### src/ptl_cfg.svh
// Purpose: Constants for the drive timing and supervision block
// Assumes: Register byte address is four times the register index
// Notes:   All programmable times count millisecond ticks
//
// What this block does
// - Start-up torque for programmed ms window
// - End-of-run holding torque for programmed ms
// - Idle pause on direction reversal, except one made during start-up
// - Manual run after key held, 5 ms steps
// - Manual hold time writable only at standstill
// - Brake stays released programmed ms after run
// - Motor voltage averaged over programmed window
// - Ten 32-bit storage registers, no effect
// - Status bit 13 when voltage under limit
// - Runs start only above voltage limit
// - Below 19.2 V: power-good fail, block runs
// - Programmable upper temperature limit in Celsius
// - Abort speed threshold as percent of target
`ifndef PTL_CFG_SVH
`define PTL_CFG_SVH
`define PTL_CLK_MHZ      32'h000000C8
`define PTL_TICK_US      32'h000003E8
`define PTL_IX_PCT       8'h3C
`define PTL_IX_ABORT_TO  8'h4A
`define PTL_IX_START_WIN 8'h4C
`define PTL_IX_END_WIN   8'h4E
`define PTL_IX_REV       8'h50
`define PTL_IX_HOLD      8'h52
`define PTL_IX_BRAKE     8'h54
`define PTL_IX_FILT      8'h56
`define PTL_IX_GP0       8'h58
`define PTL_IX_VLIM      8'h6C
`define PTL_IX_TLIM      8'h6E
`define PTL_IX_CTRL      8'h70
`define PTL_IX_STAT      8'h72
`define PTL_IX_IRQ_STAT  8'h74
`define PTL_IX_IRQ_CLR   8'h76
`define PTL_IX_IRQ_EN    8'h78
`define PTL_GP_NUM       4'hA
`define PTL_RST_PCT      16'h001E
`define PTL_RST_ABORT_TO 16'h00C8
`define PTL_RST_WIN      16'h00C8
`define PTL_RST_REV      16'h000A
`define PTL_RST_HOLD     16'h03E8
`define PTL_RST_BRAKE    16'h03E8
`define PTL_RST_FILT     16'h0064
`define PTL_RST_VLIM     16'h00B9
`define PTL_RST_TLIM     16'h0046
`define PTL_PG_LIMIT     16'h00C0
`define PTL_HOLD_STEP    20'h00005
`define PTL_PCT_FULL     32'h00000064
`define PTL_CT_RUN       0
`define PTL_CT_DIR       1
`define PTL_CT_JOG       2
`define PTL_CT_W         3
`define PTL_ST_RUN       0
`define PTL_ST_PGF       1
`define PTL_ST_OT        2
`define PTL_ST_BRK       3
`define PTL_ST_UV        13
`define PTL_EV_DONE      0
`define PTL_EV_ABORT     1
`define PTL_EV_UV        2
`define PTL_EV_OT        3
`define PTL_EV_REF       4
`define PTL_EV_W         5
`endif

### src/ptl_pkg.sv
// Purpose: Types for the drive timing and supervision block
// Assumes: Constants live in ptl_cfg.svh
// Notes:   None
package ptl_pkg;
   typedef enum logic [2:0] {ST_IDLE, ST_REV, ST_START, ST_RUN, ST_HOLD} ptl_state_type;
   typedef enum logic [1:0] {TQ_STANDSTILL, TQ_STARTUP, TQ_MAX, TQ_END_HOLD} ptl_torque_type;
endpackage : ptl_pkg

### src/ptl_drive_timer.sv
// Purpose: Run timing, brake hold-off and supply/temperature supervision
// Assumes: Measured values come from logic on clk_i
// Notes:   APB slave, no wait state on any transfer
`timescale 1ns/1ps
`include "ptl_cfg.svh"
module ptl_drive_timer
#(
   parameter int unsigned TICK_CYC = `PTL_TICK_US * `PTL_CLK_MHZ
)
(
   input  wire logic              clk_i,
   input  wire logic              rst_n_i,
   input  wire logic              psel_i,
   input  wire logic              penable_i,
   input  wire logic              pwrite_i,
   input  wire logic [11:0]       paddr_i,
   input  wire logic [31:0]       pwdata_i,
   output logic      [31:0]       prdata_o,
   output logic                   pready_o,
   output logic                   pslverr_o,
   input  wire logic [15:0]       umot_i,
   input  wire logic [15:0]       temp_i,
   input  wire logic [15:0]       speed_i,
   input  wire logic [15:0]       target_speed_i,
   input  wire logic              manual_key_i,
   output ptl_pkg::ptl_torque_type torque_o,
   output logic                   drive_en_o,
   output logic                   dir_o,
   output logic                   brake_rel_o,
   output logic                   irq_o
);
   import ptl_pkg::*;

   ////////////////////////////////////////////////////////////////////////
   logic                  rst_q1_ff;
   logic                  rst_n_ff;
   logic [31:0]           tick_cnt_ff;
   logic                  tick_ff;
   logic [15:0]           abort_to_ff;
   logic [15:0]           start_win_ff;
   logic [15:0]           end_win_ff;
   logic [15:0]           rev_ff;
   logic [15:0]           hold_ff;
   logic [15:0]           brake_hold_ff;
   logic [15:0]           filt_ff;
   logic [15:0]           vlim_ff;
   logic [15:0]           tlim_ff;
   logic [15:0]           pct_ff;
   logic [31:0]           gp_ff [`PTL_GP_NUM];
   logic [`PTL_CT_W-1:0]  ctrl_ff;
   logic [`PTL_EV_W-1:0]  irq_stat_ff;
   logic [`PTL_EV_W-1:0]  irq_en_ff;
   logic [`PTL_EV_W-1:0]  ev;
   logic [`PTL_EV_W-1:0]  clr;
   logic                  pready_ff;
   logic                  pslverr_ff;
   logic [31:0]           prdata_ff;
   logic [7:0]            idx;
   logic                  aligned;
   logic [7:0]            gp_off;
   logic [3:0]            gp_k;
   logic                  gp_hit;
   logic                  setup;
   logic                  wr_ok;
   logic [31:0]           rd_data;
   logic [31:0]           st_word;
   logic                  rd_hit;
   logic [15:0]           win_cnt_ff;
   logic [31:0]           sum_ff;
   logic [15:0]           win_n;
   logic [31:0]           sum_nxt;
   logic [31:0]           lim_n;
   logic [31:0]           pg_n;
   logic                  uv_ff;
   logic                  vok_ff;
   logic                  pgf_ff;
   logic                  ot_ff;
   logic                  uv_d_ff;
   logic                  ot_d_ff;
   logic                  key_q1_ff;
   logic                  key_q2_ff;
   logic                  man_act;
   logic [19:0]           key_ms_ff;
   logic [19:0]           hold_lim;
   logic                  man_ok;
   logic                  req;
   logic                  want_dir;
   logic                  can_go;
   logic                  slow;
   logic [15:0]           slow_ms_ff;
   ptl_state_type         state_ff;
   ptl_state_type         nxt_state;
   logic [15:0]           ph_cnt_ff;
   logic                  ev_done;
   logic                  ev_abort;
   logic                  ev_ref;
   logic                  brk_busy_ff;
   logic [15:0]           brk_cnt_ff;
   ptl_torque_type        torque_ff;
   logic                  drive_en_ff;
   logic                  dir_ff;
   logic                  brake_rel_ff;
   logic                  irq_ff;

   ////////////////////////////////////////////////////////////////////////
   // Reset release is synchronised, assertion stays asynchronous
   always_ff @(posedge clk_i or negedge rst_n_i)
   begin
      if (!rst_n_i)
      begin
         rst_q1_ff <= 1'b0;
         rst_n_ff  <= 1'b0;
      end
      else
      begin
         rst_q1_ff <= 1'b1;
         rst_n_ff  <= rst_q1_ff;
      end
   end

   // Millisecond tick; a phase starts mid-tick, so a window is N-1..N ms
   always_ff @(posedge clk_i or negedge rst_n_ff)
   begin
      if (!rst_n_ff)
      begin
         tick_cnt_ff <= 32'h0;
         tick_ff     <= 1'b0;
      end
      else if (tick_cnt_ff == TICK_CYC - 32'h1)
      begin
         tick_cnt_ff <= 32'h0;
         tick_ff     <= 1'b1;
      end
      else
      begin
         tick_cnt_ff <= tick_cnt_ff + 32'h1;
         tick_ff     <= 1'b0;
      end
   end

   ////////////////////////////////////////////////////////////////////////
   assign idx     = paddr_i[9:2];
   assign aligned = (paddr_i[11:10] == 2'h0) && (paddr_i[1:0] == 2'h0);
   assign gp_off  = idx - `PTL_IX_GP0;
   assign gp_k    = gp_off[4:1];
   assign gp_hit  = (idx >= `PTL_IX_GP0) && (gp_off[7:5] == 3'h0) && !gp_off[0] && (gp_k < `PTL_GP_NUM);
   assign setup   = psel_i && !penable_i;
   assign wr_ok   = psel_i && penable_i && pready_ff && pwrite_i && !pslverr_ff;
   assign clr     = (wr_ok && (idx == `PTL_IX_IRQ_CLR)) ? pwdata_i[`PTL_EV_W-1:0] : '0;

   always_comb
   begin
      st_word                = 32'h0;
      st_word[`PTL_ST_RUN]   = (state_ff != ST_IDLE);
      st_word[`PTL_ST_PGF]   = pgf_ff;
      st_word[`PTL_ST_OT]    = ot_ff;
      st_word[`PTL_ST_BRK]   = brake_rel_ff;
      st_word[`PTL_ST_UV]    = uv_ff;
   end

   always_comb
   begin
      rd_data = 32'h0;
      rd_hit  = 1'b1;
      if (gp_hit)
         rd_data = gp_ff[gp_k];
      else
      begin
         case (idx)
            `PTL_IX_PCT       : rd_data = {16'h0, pct_ff};
            `PTL_IX_ABORT_TO  : rd_data = {16'h0, abort_to_ff};
            `PTL_IX_START_WIN : rd_data = {16'h0, start_win_ff};
            `PTL_IX_END_WIN   : rd_data = {16'h0, end_win_ff};
            `PTL_IX_REV       : rd_data = {16'h0, rev_ff};
            `PTL_IX_HOLD      : rd_data = {16'h0, hold_ff};
            `PTL_IX_BRAKE     : rd_data = {16'h0, brake_hold_ff};
            `PTL_IX_FILT      : rd_data = {16'h0, filt_ff};
            `PTL_IX_VLIM      : rd_data = {16'h0, vlim_ff};
            `PTL_IX_TLIM      : rd_data = {16'h0, tlim_ff};
            `PTL_IX_CTRL      : rd_data = {29'h0, ctrl_ff};
            `PTL_IX_STAT      : rd_data = st_word;
            `PTL_IX_IRQ_STAT  : rd_data = {27'h0, irq_stat_ff};
            `PTL_IX_IRQ_EN    : rd_data = {27'h0, irq_en_ff};
            `PTL_IX_IRQ_CLR   : rd_data = 32'h0;
            default           : rd_hit  = 1'b0;
         endcase
      end
      rd_hit = rd_hit && aligned;
   end

   // Answer is decided in setup so the access phase sees stable data
   always_ff @(posedge clk_i or negedge rst_n_ff)
   begin
      if (!rst_n_ff)
      begin
         pready_ff  <= 1'b0;
         pslverr_ff <= 1'b0;
         prdata_ff  <= 32'h0;
      end
      else
      begin
         pready_ff <= setup;
         if (setup)
         begin
            pslverr_ff <= !rd_hit;
            prdata_ff  <= pwrite_i ? 32'h0 : rd_data;
         end
      end
   end

   ////////////////////////////////////////////////////////////////////////
   always_ff @(posedge clk_i or negedge rst_n_ff)
   begin
      if (!rst_n_ff)
      begin
         pct_ff        <= `PTL_RST_PCT;
         abort_to_ff   <= `PTL_RST_ABORT_TO;
         start_win_ff  <= `PTL_RST_WIN;
         end_win_ff    <= `PTL_RST_WIN;
         rev_ff        <= `PTL_RST_REV;
         hold_ff       <= `PTL_RST_HOLD;
         brake_hold_ff <= `PTL_RST_BRAKE;
         filt_ff       <= `PTL_RST_FILT;
         vlim_ff       <= `PTL_RST_VLIM;
         tlim_ff       <= `PTL_RST_TLIM;
         ctrl_ff       <= '0;
         irq_en_ff     <= '0;
      end
      else if (wr_ok && !gp_hit)
      begin
         case (idx)
            `PTL_IX_PCT       : pct_ff        <= pwdata_i[15:0];
            `PTL_IX_ABORT_TO  : abort_to_ff   <= pwdata_i[15:0];
            `PTL_IX_START_WIN : start_win_ff  <= pwdata_i[15:0];
            `PTL_IX_END_WIN   : end_win_ff    <= pwdata_i[15:0];
            `PTL_IX_REV       : rev_ff        <= pwdata_i[15:0];
            `PTL_IX_HOLD      : if (state_ff == ST_IDLE) hold_ff <= pwdata_i[15:0];
            `PTL_IX_BRAKE     : brake_hold_ff <= pwdata_i[15:0];
            `PTL_IX_FILT      : filt_ff       <= pwdata_i[15:0];
            `PTL_IX_VLIM      : vlim_ff       <= pwdata_i[15:0];
            `PTL_IX_TLIM      : tlim_ff       <= pwdata_i[15:0];
            `PTL_IX_CTRL      : ctrl_ff       <= pwdata_i[`PTL_CT_W-1:0];
            `PTL_IX_IRQ_EN    : irq_en_ff     <= pwdata_i[`PTL_EV_W-1:0];
            default           : ;
         endcase
      end
   end

   // Plain storage; keeping it across power cycles is up to the owner
   always_ff @(posedge clk_i or negedge rst_n_ff)
   begin
      if (!rst_n_ff)
      begin
         for (int i = 0; i < `PTL_GP_NUM; i++)
            gp_ff[i] <= 32'h0;
      end
      else if (wr_ok && gp_hit)
         gp_ff[gp_k] <= pwdata_i;
   end

   ////////////////////////////////////////////////////////////////////////
   // Mean compared as sum against limit times samples, avoids a divider
   assign win_n   = win_cnt_ff + 16'h1;
   assign sum_nxt = sum_ff + {16'h0, umot_i};
   assign lim_n   = vlim_ff * win_n;
   assign pg_n    = `PTL_PG_LIMIT * win_n;

   always_ff @(posedge clk_i or negedge rst_n_ff)
   begin
      if (!rst_n_ff)
      begin
         win_cnt_ff <= 16'h0;
         sum_ff     <= 32'h0;
         uv_ff      <= 1'b0;
         vok_ff     <= 1'b0;
         pgf_ff     <= 1'b0;
      end
      else if (tick_ff)
      begin
         if (win_n >= filt_ff)
         begin
            win_cnt_ff <= 16'h0;
            sum_ff     <= 32'h0;
            uv_ff      <= sum_nxt < lim_n;
            vok_ff     <= sum_nxt > lim_n;
            pgf_ff     <= sum_nxt < pg_n;
         end
         else
         begin
            win_cnt_ff <= win_n;
            sum_ff     <= sum_nxt;
         end
      end
   end

   always_ff @(posedge clk_i or negedge rst_n_ff)
   begin
      if (!rst_n_ff)
      begin
         ot_ff   <= 1'b0;
         ot_d_ff <= 1'b0;
         uv_d_ff <= 1'b0;
      end
      else
      begin
         ot_ff   <= temp_i > tlim_ff;
         ot_d_ff <= ot_ff;
         uv_d_ff <= uv_ff;
      end
   end

   ////////////////////////////////////////////////////////////////////////
   always_ff @(posedge clk_i or negedge rst_n_ff)
   begin
      if (!rst_n_ff)
      begin
         key_q1_ff <= 1'b0;
         key_q2_ff <= 1'b0;
      end
      else
      begin
         key_q1_ff <= manual_key_i;
         key_q2_ff <= key_q1_ff;
      end
   end

   assign man_act  = key_q2_ff || ctrl_ff[`PTL_CT_JOG];
   assign hold_lim = {4'h0, hold_ff} * `PTL_HOLD_STEP;
   assign man_ok   = man_act && (key_ms_ff >= hold_lim);

   always_ff @(posedge clk_i or negedge rst_n_ff)
   begin
      if (!rst_n_ff)
         key_ms_ff <= 20'h0;
      else if (!man_act)
         key_ms_ff <= 20'h0;
      else if (tick_ff && !man_ok)
         key_ms_ff <= key_ms_ff + 20'h1;
   end

   ////////////////////////////////////////////////////////////////////////
   assign req      = ctrl_ff[`PTL_CT_RUN] || man_ok;
   assign want_dir = ctrl_ff[`PTL_CT_DIR];
   assign can_go   = vok_ff && !pgf_ff && !ot_ff;
   assign slow     = ({16'h0, speed_i} * `PTL_PCT_FULL) < ({16'h0, pct_ff} * {16'h0, target_speed_i});

   always_comb
   begin
      nxt_state = state_ff;
      ev_done   = 1'b0;
      ev_abort  = 1'b0;
      ev_ref    = 1'b0;
      unique case (state_ff)
         ST_IDLE:
            if (req && !can_go)
               ev_ref = 1'b1;
            else if (req && (want_dir != dir_ff))
               nxt_state = ST_REV;
            else if (req)
               nxt_state = ST_START;
         ST_REV:
            if (!req)
               nxt_state = ST_IDLE;
            else if (ph_cnt_ff >= rev_ff)
               nxt_state = ST_START;
         ST_START:
            if (pgf_ff)
            begin
               nxt_state = ST_HOLD;
               ev_abort  = 1'b1;
            end
            else if (!req)
            begin
               nxt_state = ST_HOLD;
               ev_done   = 1'b1;
            end
            else if (ph_cnt_ff >= start_win_ff)
               nxt_state = ST_RUN;
         ST_RUN:
            if (pgf_ff || (slow_ms_ff > abort_to_ff))
            begin
               nxt_state = ST_HOLD;
               ev_abort  = 1'b1;
            end
            else if (!req)
            begin
               nxt_state = ST_HOLD;
               ev_done   = 1'b1;
            end
            else if (want_dir != dir_ff)
               nxt_state = ST_REV;
         ST_HOLD:
            if (ph_cnt_ff >= end_win_ff)
               nxt_state = ST_IDLE;
         default:
            nxt_state = ST_IDLE;
      endcase
   end

   always_ff @(posedge clk_i or negedge rst_n_ff)
   begin
      if (!rst_n_ff)
      begin
         state_ff  <= ST_IDLE;
         ph_cnt_ff <= 16'h0;
         dir_ff    <= 1'b0;
      end
      else
      begin
         state_ff <= nxt_state;
         if (nxt_state != state_ff)
            ph_cnt_ff <= 16'h0;
         else if (tick_ff && (ph_cnt_ff != 16'hFFFF))
            ph_cnt_ff <= ph_cnt_ff + 16'h1;
         if (nxt_state == ST_START)
            dir_ff <= want_dir;
      end
   end

   always_ff @(posedge clk_i or negedge rst_n_ff)
   begin
      if (!rst_n_ff)
         slow_ms_ff <= 16'h0;
      else if ((state_ff != ST_RUN) || !slow)
         slow_ms_ff <= 16'h0;
      else if (tick_ff && (slow_ms_ff != 16'hFFFF))
         slow_ms_ff <= slow_ms_ff + 16'h1;
   end

   // Brake timer starts when motion ends, independent of the hold phase
   always_ff @(posedge clk_i or negedge rst_n_ff)
   begin
      if (!rst_n_ff)
      begin
         brk_busy_ff <= 1'b0;
         brk_cnt_ff  <= 16'h0;
      end
      else if ((nxt_state == ST_HOLD) && (state_ff != ST_HOLD))
      begin
         brk_busy_ff <= 1'b1;
         brk_cnt_ff  <= 16'h0;
      end
      else if (brk_busy_ff && (brk_cnt_ff >= brake_hold_ff))
         brk_busy_ff <= 1'b0;
      else if (brk_busy_ff && tick_ff)
         brk_cnt_ff <= brk_cnt_ff + 16'h1;
   end

   ////////////////////////////////////////////////////////////////////////
   always_comb
   begin
      ev                = '0;
      ev[`PTL_EV_DONE]  = ev_done;
      ev[`PTL_EV_ABORT] = ev_abort;
      ev[`PTL_EV_UV]    = uv_ff && !uv_d_ff;
      ev[`PTL_EV_OT]    = ot_ff && !ot_d_ff;
      ev[`PTL_EV_REF]   = ev_ref;
   end

   // A new event outranks a clear in the same cycle
   always_ff @(posedge clk_i or negedge rst_n_ff)
   begin
      if (!rst_n_ff)
         irq_stat_ff <= '0;
      else
         irq_stat_ff <= (irq_stat_ff & ~clr) | ev;
   end

   always_ff @(posedge clk_i or negedge rst_n_ff)
   begin
      if (!rst_n_ff)
      begin
         torque_ff    <= TQ_STANDSTILL;
         drive_en_ff  <= 1'b0;
         brake_rel_ff <= 1'b0;
         irq_ff       <= 1'b0;
      end
      else
      begin
         unique case (state_ff)
            ST_START: torque_ff <= TQ_STARTUP;
            ST_RUN:   torque_ff <= TQ_MAX;
            ST_HOLD:  torque_ff <= TQ_END_HOLD;
            default:  torque_ff <= TQ_STANDSTILL;
         endcase
         drive_en_ff  <= (state_ff == ST_START) || (state_ff == ST_RUN);
         brake_rel_ff <= (state_ff == ST_REV) || (state_ff == ST_START) || (state_ff == ST_RUN) || brk_busy_ff;
         irq_ff       <= |(irq_stat_ff & irq_en_ff);
      end
   end

   assign prdata_o    = prdata_ff;
   assign pready_o    = pready_ff;
   assign pslverr_o   = pslverr_ff;
   assign torque_o    = torque_ff;
   assign drive_en_o  = drive_en_ff;
   assign dir_o       = dir_ff;
   assign brake_rel_o = brake_rel_ff;
   assign irq_o       = irq_ff;
endmodule : ptl_drive_timer

### config.mk
export PLATFORM = sky130hd
export DESIGN_NAME = ptl_drive_timer
export DESIGN_NICKNAME = d
export VERILOG_FILES = /design/src/ptl_pkg.sv /design/src/ptl_drive_timer.sv
export VERILOG_INCLUDE_DIRS = /design/src
export SDC_FILE = /design/constraint.sdc
export NUM_CORES = 2
export LEC_CHECK = 0
export BUFFER_PORTS_ARGS = -buffer_cell sky130_fd_sc_hd__buf_2
export CORE_MARGIN = 2
export CORE_UTILIZATION = 40
export CTS_CLUSTER_DIAMETER = 120
export DETAILED_ROUTE_END_ITERATION = 10
export GPL_TIMING_DRIVEN = 0
export SLEW_MARGIN = 20
export SYNTH_ARGS = -nofsm -noshare
export SYNTH_HDL_FRONTEND = slang
export SYNTH_SLANG_ARGS = --single-unit
### constraint.sdc
create_clock -name clk_i -period 47.3 [get_ports clk_i]
set_clock_uncertainty 0.1 [all_clocks]
set_input_delay 7.095 -clock clk_i [delete_from_list [all_inputs] [get_ports clk_i]]
set_output_delay 7.095 -clock clk_i [all_outputs]
set_load 0.005 [all_outputs]
# Word-level counts from Yosys, hierarchy flattened
# Cells that the tools add are included.
dict set report classes {
  addsub 8
  multipliers 5
  n_div 0
  order_cmp 16
  n_eq_ne 30
  shift 0
  n_mux 50
  n_bitwise 5
  n_reduce_logical 72
}
# cell n
set ops {}
lappend ops {{320-bit bitwise mux} 1}
lappend ops {{32-bit two-way mux} 7}
lappend ops {{16-bit one-hot mux with 14 select lines} 1}
lappend ops {{32-bit binary-select mux with 4-bit select} 1}
lappend ops {{32-bit demux with 4-bit select} 1}
lappend ops {{16-bit two-way mux} 8}
lappend ops {{8-bit by 7-bit equality test with 1-bit output (second input constant)} 14}
lappend ops {{16-bit greater-or-equal comparator} 5}
lappend ops {{16-bit by 1-bit adder with 16-bit output (second input constant)} 4}
lappend ops {{16-bit by 16-bit multiplier with 32-bit output} 2}
lappend ops {{20-bit two-way mux} 2}
lappend ops {{3-bit two-way mux} 12}
lappend ops {{32-bit by 1-bit adder with 32-bit output (second input constant)} 1}
lappend ops {{32-bit by 16-bit adder with 32-bit output} 1}
lappend ops {{32-bit by 18-bit equality test with 1-bit output (second input constant)} 1}
lappend ops {{16-bit greater-than comparator} 2}
lappend ops {{32-bit greater-than comparator} 1}
lappend ops {{23-bit by 32-bit less-than comparator with 1-bit output} 1}
lappend ops {{32-bit by 24-bit less-than comparator with 1-bit output} 1}
lappend ops {{32-bit less-than comparator} 1}
lappend ops {{16-bit != test (second input constant)} 2}
lappend ops {{1-bit logical AND} 27}
lappend ops {{2-bit AND reduction} 13}
lappend ops {{16-bit by 5-bit multiplier with 21-bit output (second input constant)} 1}
lappend ops {{37 further kinds} 76}
dict set report totals {
  ff_bits 696
  latch_bits 0
  mem_bits_rw 0
  rom_bits 0
  inputBits 114
  output_inout_bits 40
  mem_count 0
}

# Logic depth before layout (Yosys ltp)
dict set report depth {
  word_depth 12
  depth_mapped 41
  ltp_nobuf 40
}

# Worst setup path before layout
# No wires, ideal clock.
dict set report synth_path {
  path_type {input to register}
  start {input port target_speed_i[4]}
  end {register slow_ms_ff[13]}
  setup_time_ns 0.119
  arrival_time_ns 14.140
  slack_ns 32.941
  path_stages 31
  path_buffers 2
  path_cell_list {clkbuf_1 -> nand2_1 -> fa_1 -> inv_1 -> fa_1 -> inv_1 -> fa_1 -> inv_1 -> fa_1 -> inv_1 -> fa_1 -> inv_1 -> fa_1 -> ha_1 -> a21oi_1 -> o21ai_0 -> a21oi_1 -> a211o_1 -> and3_1 -> xor2_1 -> ha_1 -> nand3_1 -> nor2_1 -> o2111ai_1 -> a2111oi_0 -> nor3_1 -> a311o_1 -> nor4_1 -> a41o_2 -> buf_6 -> nor2_1}
}
dict set report synth_between {
  elab_chain_len 5
  elab_cells_between_ends 6
  cone_classes {mul: 1; order compare: 1; mux: 1; reduce/logical: 3}
}
# item line
set synth_lines {}
lappend synth_lines {{from (decl)} ptl_drive_timer.sv:24} ;# input wire logic [15:0] target_speed_i,
lappend synth_lines {{16-bit by 16-bit multiplier with 32-bit output *} ptl_drive_timer.sv:345} ;# assign slow = ({16'h0, speed_i} * `PTL_PCT_FULL) < ({16'h0, pct_ff} * {16'h0, target_speed_i});
lappend synth_lines {{23-bit by 32-bit less-than comparator with 1-bit output *} ptl_drive_timer.sv:345}
lappend synth_lines {{1-bit logical NOT *} ptl_drive_timer.sv:424} ;# else if ((state_ff != ST_RUN) || !slow)
lappend synth_lines {{1-bit logical OR *} ptl_drive_timer.sv:424}
lappend synth_lines {{16-bit two-way mux or 2-bit nonzero test (tied branches)} -}
lappend synth_lines {{to (signal assigned)} ptl_drive_timer.sv:427} ;# slow_ms_ff <= slow_ms_ff + 16'h1;
lappend synth_lines {{to (decl)} ptl_drive_timer.sv:90} ;# logic [15:0] slow_ms_ff;
# Mark *: on every way between the ends. The rest lies on a longest branch, timed or not.
# A chain may end at the register's enable or synchronous reset.

# Final worst setup path
dict set report layout_path {
  start {input port target_speed_i[5]}
  end {register slow_ms_ff[11]}
}
# The elaborated chain is that of the path after synthesis.

==> flow_metrics.tcl <==
set metrics [dict create \
    r2r_end "vok_ff" \
    ctsResizeCount 0 \
    worst_pin_slew_ps 1210 \
    cts.path.max_buffers 3 \
    p_sw_uw 369 \
    dp_hpwl_mm 127 \
    ys.flop_type "dfrtp_1" \
    yosysMostFrequentCell "inv_1" \
    drv_cap 0 \
    core-area_sq_um 140000 \
    crit_arrival_ps 16330 \
    maxSlewViolCount 0 \
    syn_to_final_growth_pct 11.2 \
    synth_area_leaders "dfrtp_1 29%, fa_1 14%, ha_1 12%" \
    setup_tns_ps 0 \
    design.die.area_sq_um 144000 \
    vias_per_cell 5.41 \
    setup_viol 0 \
    dr.pass1.iters 7 \
    swShare_pct 26.3 \
    globalRouteTotalUtil_pct 22.7 \
    r2r_cells 38 \
    clock_latency_ps 680 \
    drcViolationCount 0 \
    powerDensity_nw_per_um2 22.3 \
    num_vias 42000 \
    rows 137 \
    p_int_mw 1.03 \
    numPortBuffers 141 \
    antenna_found_initial 26 \
    cts_tree "done" \
    die_h_um 380 \
    ys_warn_count 0 \
    cts_max_level 3 \
    cpPeakStageDelay_ps 750 \
    cp_slowest_cell "a2111oi_0" \
    clock_power_share_pct 47.3 \
    cts-buffers-inserted 81 \
    start_util_pct 40.4 \
    cts.hold.buffers_added 0 \
    cts_setup_buffers 0 \
    yosysTopAreaCell "dfrtp_1" \
    finalHoldViolCount 0 \
    relSlewSlack_pct 19.0 \
    period_share_pct 33.6 \
    synthDistinctLibCells 95 \
    synth-edff-count 0 \
    clk_pin_slew_worst_paths_ps 60 \
    rsz0062_at_grt "no" \
    r2r_setup_slack_ps 35380 \
    end_kind "register" \
    finalCriticalPeriod_ps 15880 \
    seqPwrFrac_pct 42.8 \
    drt-total-wl_mm 164 \
    required_ps 47750 \
    nets 6854 \
    grt_pass1_wl_mm 255 \
    ys_seq_area_share_pct 31.0 \
    postSynthAreaPerCell_sq_um 10.1 \
    whs_ps 210 \
    gr-total-overflow 0 \
    ant_nets 0 \
    ys_ff_latch 696 \
    critPathMostFrequentCell "fa_1" \
    grt_max_degree 56 \
    p_total_mw 1.40 \
    power.leakage_nw 31.1 \
    fp.dieW_um 380 \
    p_comb_share_pct 9.9 \
    gp_congestion 0.947 \
    max_freq_mhz 63.0 \
    syn_nets 6615 \
    drive_gt1_share_pct 15.0 \
    yosys.area.top_type_share_pct 29.2 \
    critPathMaxFanout 10 \
    r2r_start "win_cnt_ff[0]" \
    peakVddDrop_uv 26.7 \
    yosys-top-cells-count "714 x inv_1, 658 x dfrtp_1, 623 x nand2_1" \
    status "finished clean" \
    crit_type "in2reg" \
    critPathLaunchType "input pin" \
    syn-cell-area_sq_um 56400 \
    hold_class "reg2async" \
    syn-instance-count 5568 \
    cts_root_buffer "clkbuf_16" \
    wl_per_cell_um 21.2 \
    drt_iter0_markers 3069 \
    grt_pass1_vias 42700 \
    clkSinkCount 696 \
    ys_async_sr_fraction_pct 100 \
    io_pins 154 \
]
==> routing by layer <==
metal  global-route usage (%)  up-vias  wire length [um]
li1                         -    19300                 -
met1                     30.8    21200             71900
met2                     37.2     1191             76600
met3                     3.83      285             10600
met4                     6.68       20              4940
met5                        0        -               141
==> stage by stage <==
| step | instances | util, % | setup slack, ps | instance area (sq um) |
|---|---|---|---|---|
| 3_5_place_dp | 7600 | 42.9 | 30720 | 59900 |
| 2_1_floorplan | 5568 | - | 26430 | 56400 |
| 6_report | 7757 | 44.9 | 31420 | 62800 |
| 4_1_cts | 7751 | 44.9 | 31410 | 62700 |
| 3_3_place_gp | 7585 | 42.6 | 17670 | 59500 |
| 5_1_grt | 7754 | 44.9 | 31000 | 62800 |
==> power groups by stage <==
stage | Sequential, mW | Clock (mW) | Combinational, mW
detailed placement | 0.610 | 0 | 0.139
finish | 0.599 | 0.663 | 0.138
CTS | 0.599 | 0.676 | 0.140
global route | 0.599 | 0.701 | 0.156
global placement | 0.622 | 0 | 0.121
floorplan | 0.618 | 0 | 0.0822
==> worst max-delay path: cells and delay by family <==
family	cells	cell delay (ps)
xor+xnor	1	370
compound gates	8	2630
fa+ha+maj	8	3660
buf+inv	8	1200
simple gates	7	1380
==> worst max-delay path by stage <==
stage / end / cells past startpoint / start / slack (ps)
3_3_place_gp: key_ms_ff[12] / 0 / rst_n_ff / 17670
4_1_cts: slow_ms_ff[11] / 32 / target_speed_i[5] / 31410
3_5_place_dp: slow_ms_ff[11] / 32 / target_speed_i[5] / 30720
5_1_grt: slow_ms_ff[11] / 32 / target_speed_i[5] / 31000
2_1_floorplan: abort_to_ff[0] / 0 / rst_n_ff / 26430
6_report: slow_ms_ff[11] / 32 / target_speed_i[5] / 31420
==> cell families (layout without fill, tap and decap cells) <==
kind of cell | Yosys count | after routing | synth area share, %
muxes | 528 | 528 | 11.7
buffers and inverters | 973 | 1280 | 6.59
DFF | 696 | 696 | 31.0
xor gates and xnor gates | 224 | 224 | 3.48
other | 1 | 7 | 0.00665
AOI/OAI and AO/OA | 781 | 781 | 9.24
and+or+nand+nor | 1432 | 1432 | 12.0
adders and majority gates | 933 | 933 | 26.0
==> layout make-up <==
class / instances / area, sq um
fill: 13400 / 76900
multi-input combinational: 3899 / 35300
sequential: 696 / 17500
inverter: 717 / 2690
clock buffer: 117 / 2390
tap: 1876 / 2350
timing repair buffer: 156 / 1080
buffer: 256 / 1030
clock inverter: 34 / 453
antenna: 6 / 15.0
==> sequential cells by signal, indices dropped and copies added (netlist names), 16 cells and up <==
name	flops
abort_to_ff	16
brake_hold_ff	16
brk_cnt_ff	16
end_win_ff	16
filt_ff	16
gp_ff	320
hold_ff	16
key_ms_ff	20
pct_ff	16
ph_cnt_ff	16
prdata_o	32
rev_ff	16
slow_ms_ff	16
start_win_ff	16
sum_ff	32
tick_cnt_ff	32
tlim_ff	16
vlim_ff	16
win_cnt_ff	16
==> placed cells by master (no fill, tap or decap), drive strengths merged, types with 16 or more instances in the layout <==
cell type and instances:
inv 717, dfrtp 658, nand2 623, ha 532
fa 401, mux2 397, clkbuf 308, o21ai 226
buf 221, and2 204, nor2 202, a21oi 149
xnor2 118, nand3 108, xor2 106, a21o 85
mux2i 67, mux4 64, nand4 61, nor3 49
nand2b 41, nor2b 38, dfstp 38, a22oi 36
and3 35, o22ai 28, clkinv 25, o21a 21
a221oi 21, o2bb2ai 21, a222oi 20, or3 19
nor4 18, a22o 16, o31ai 16
No activity file was read; power rests on OpenSTA's default activity.
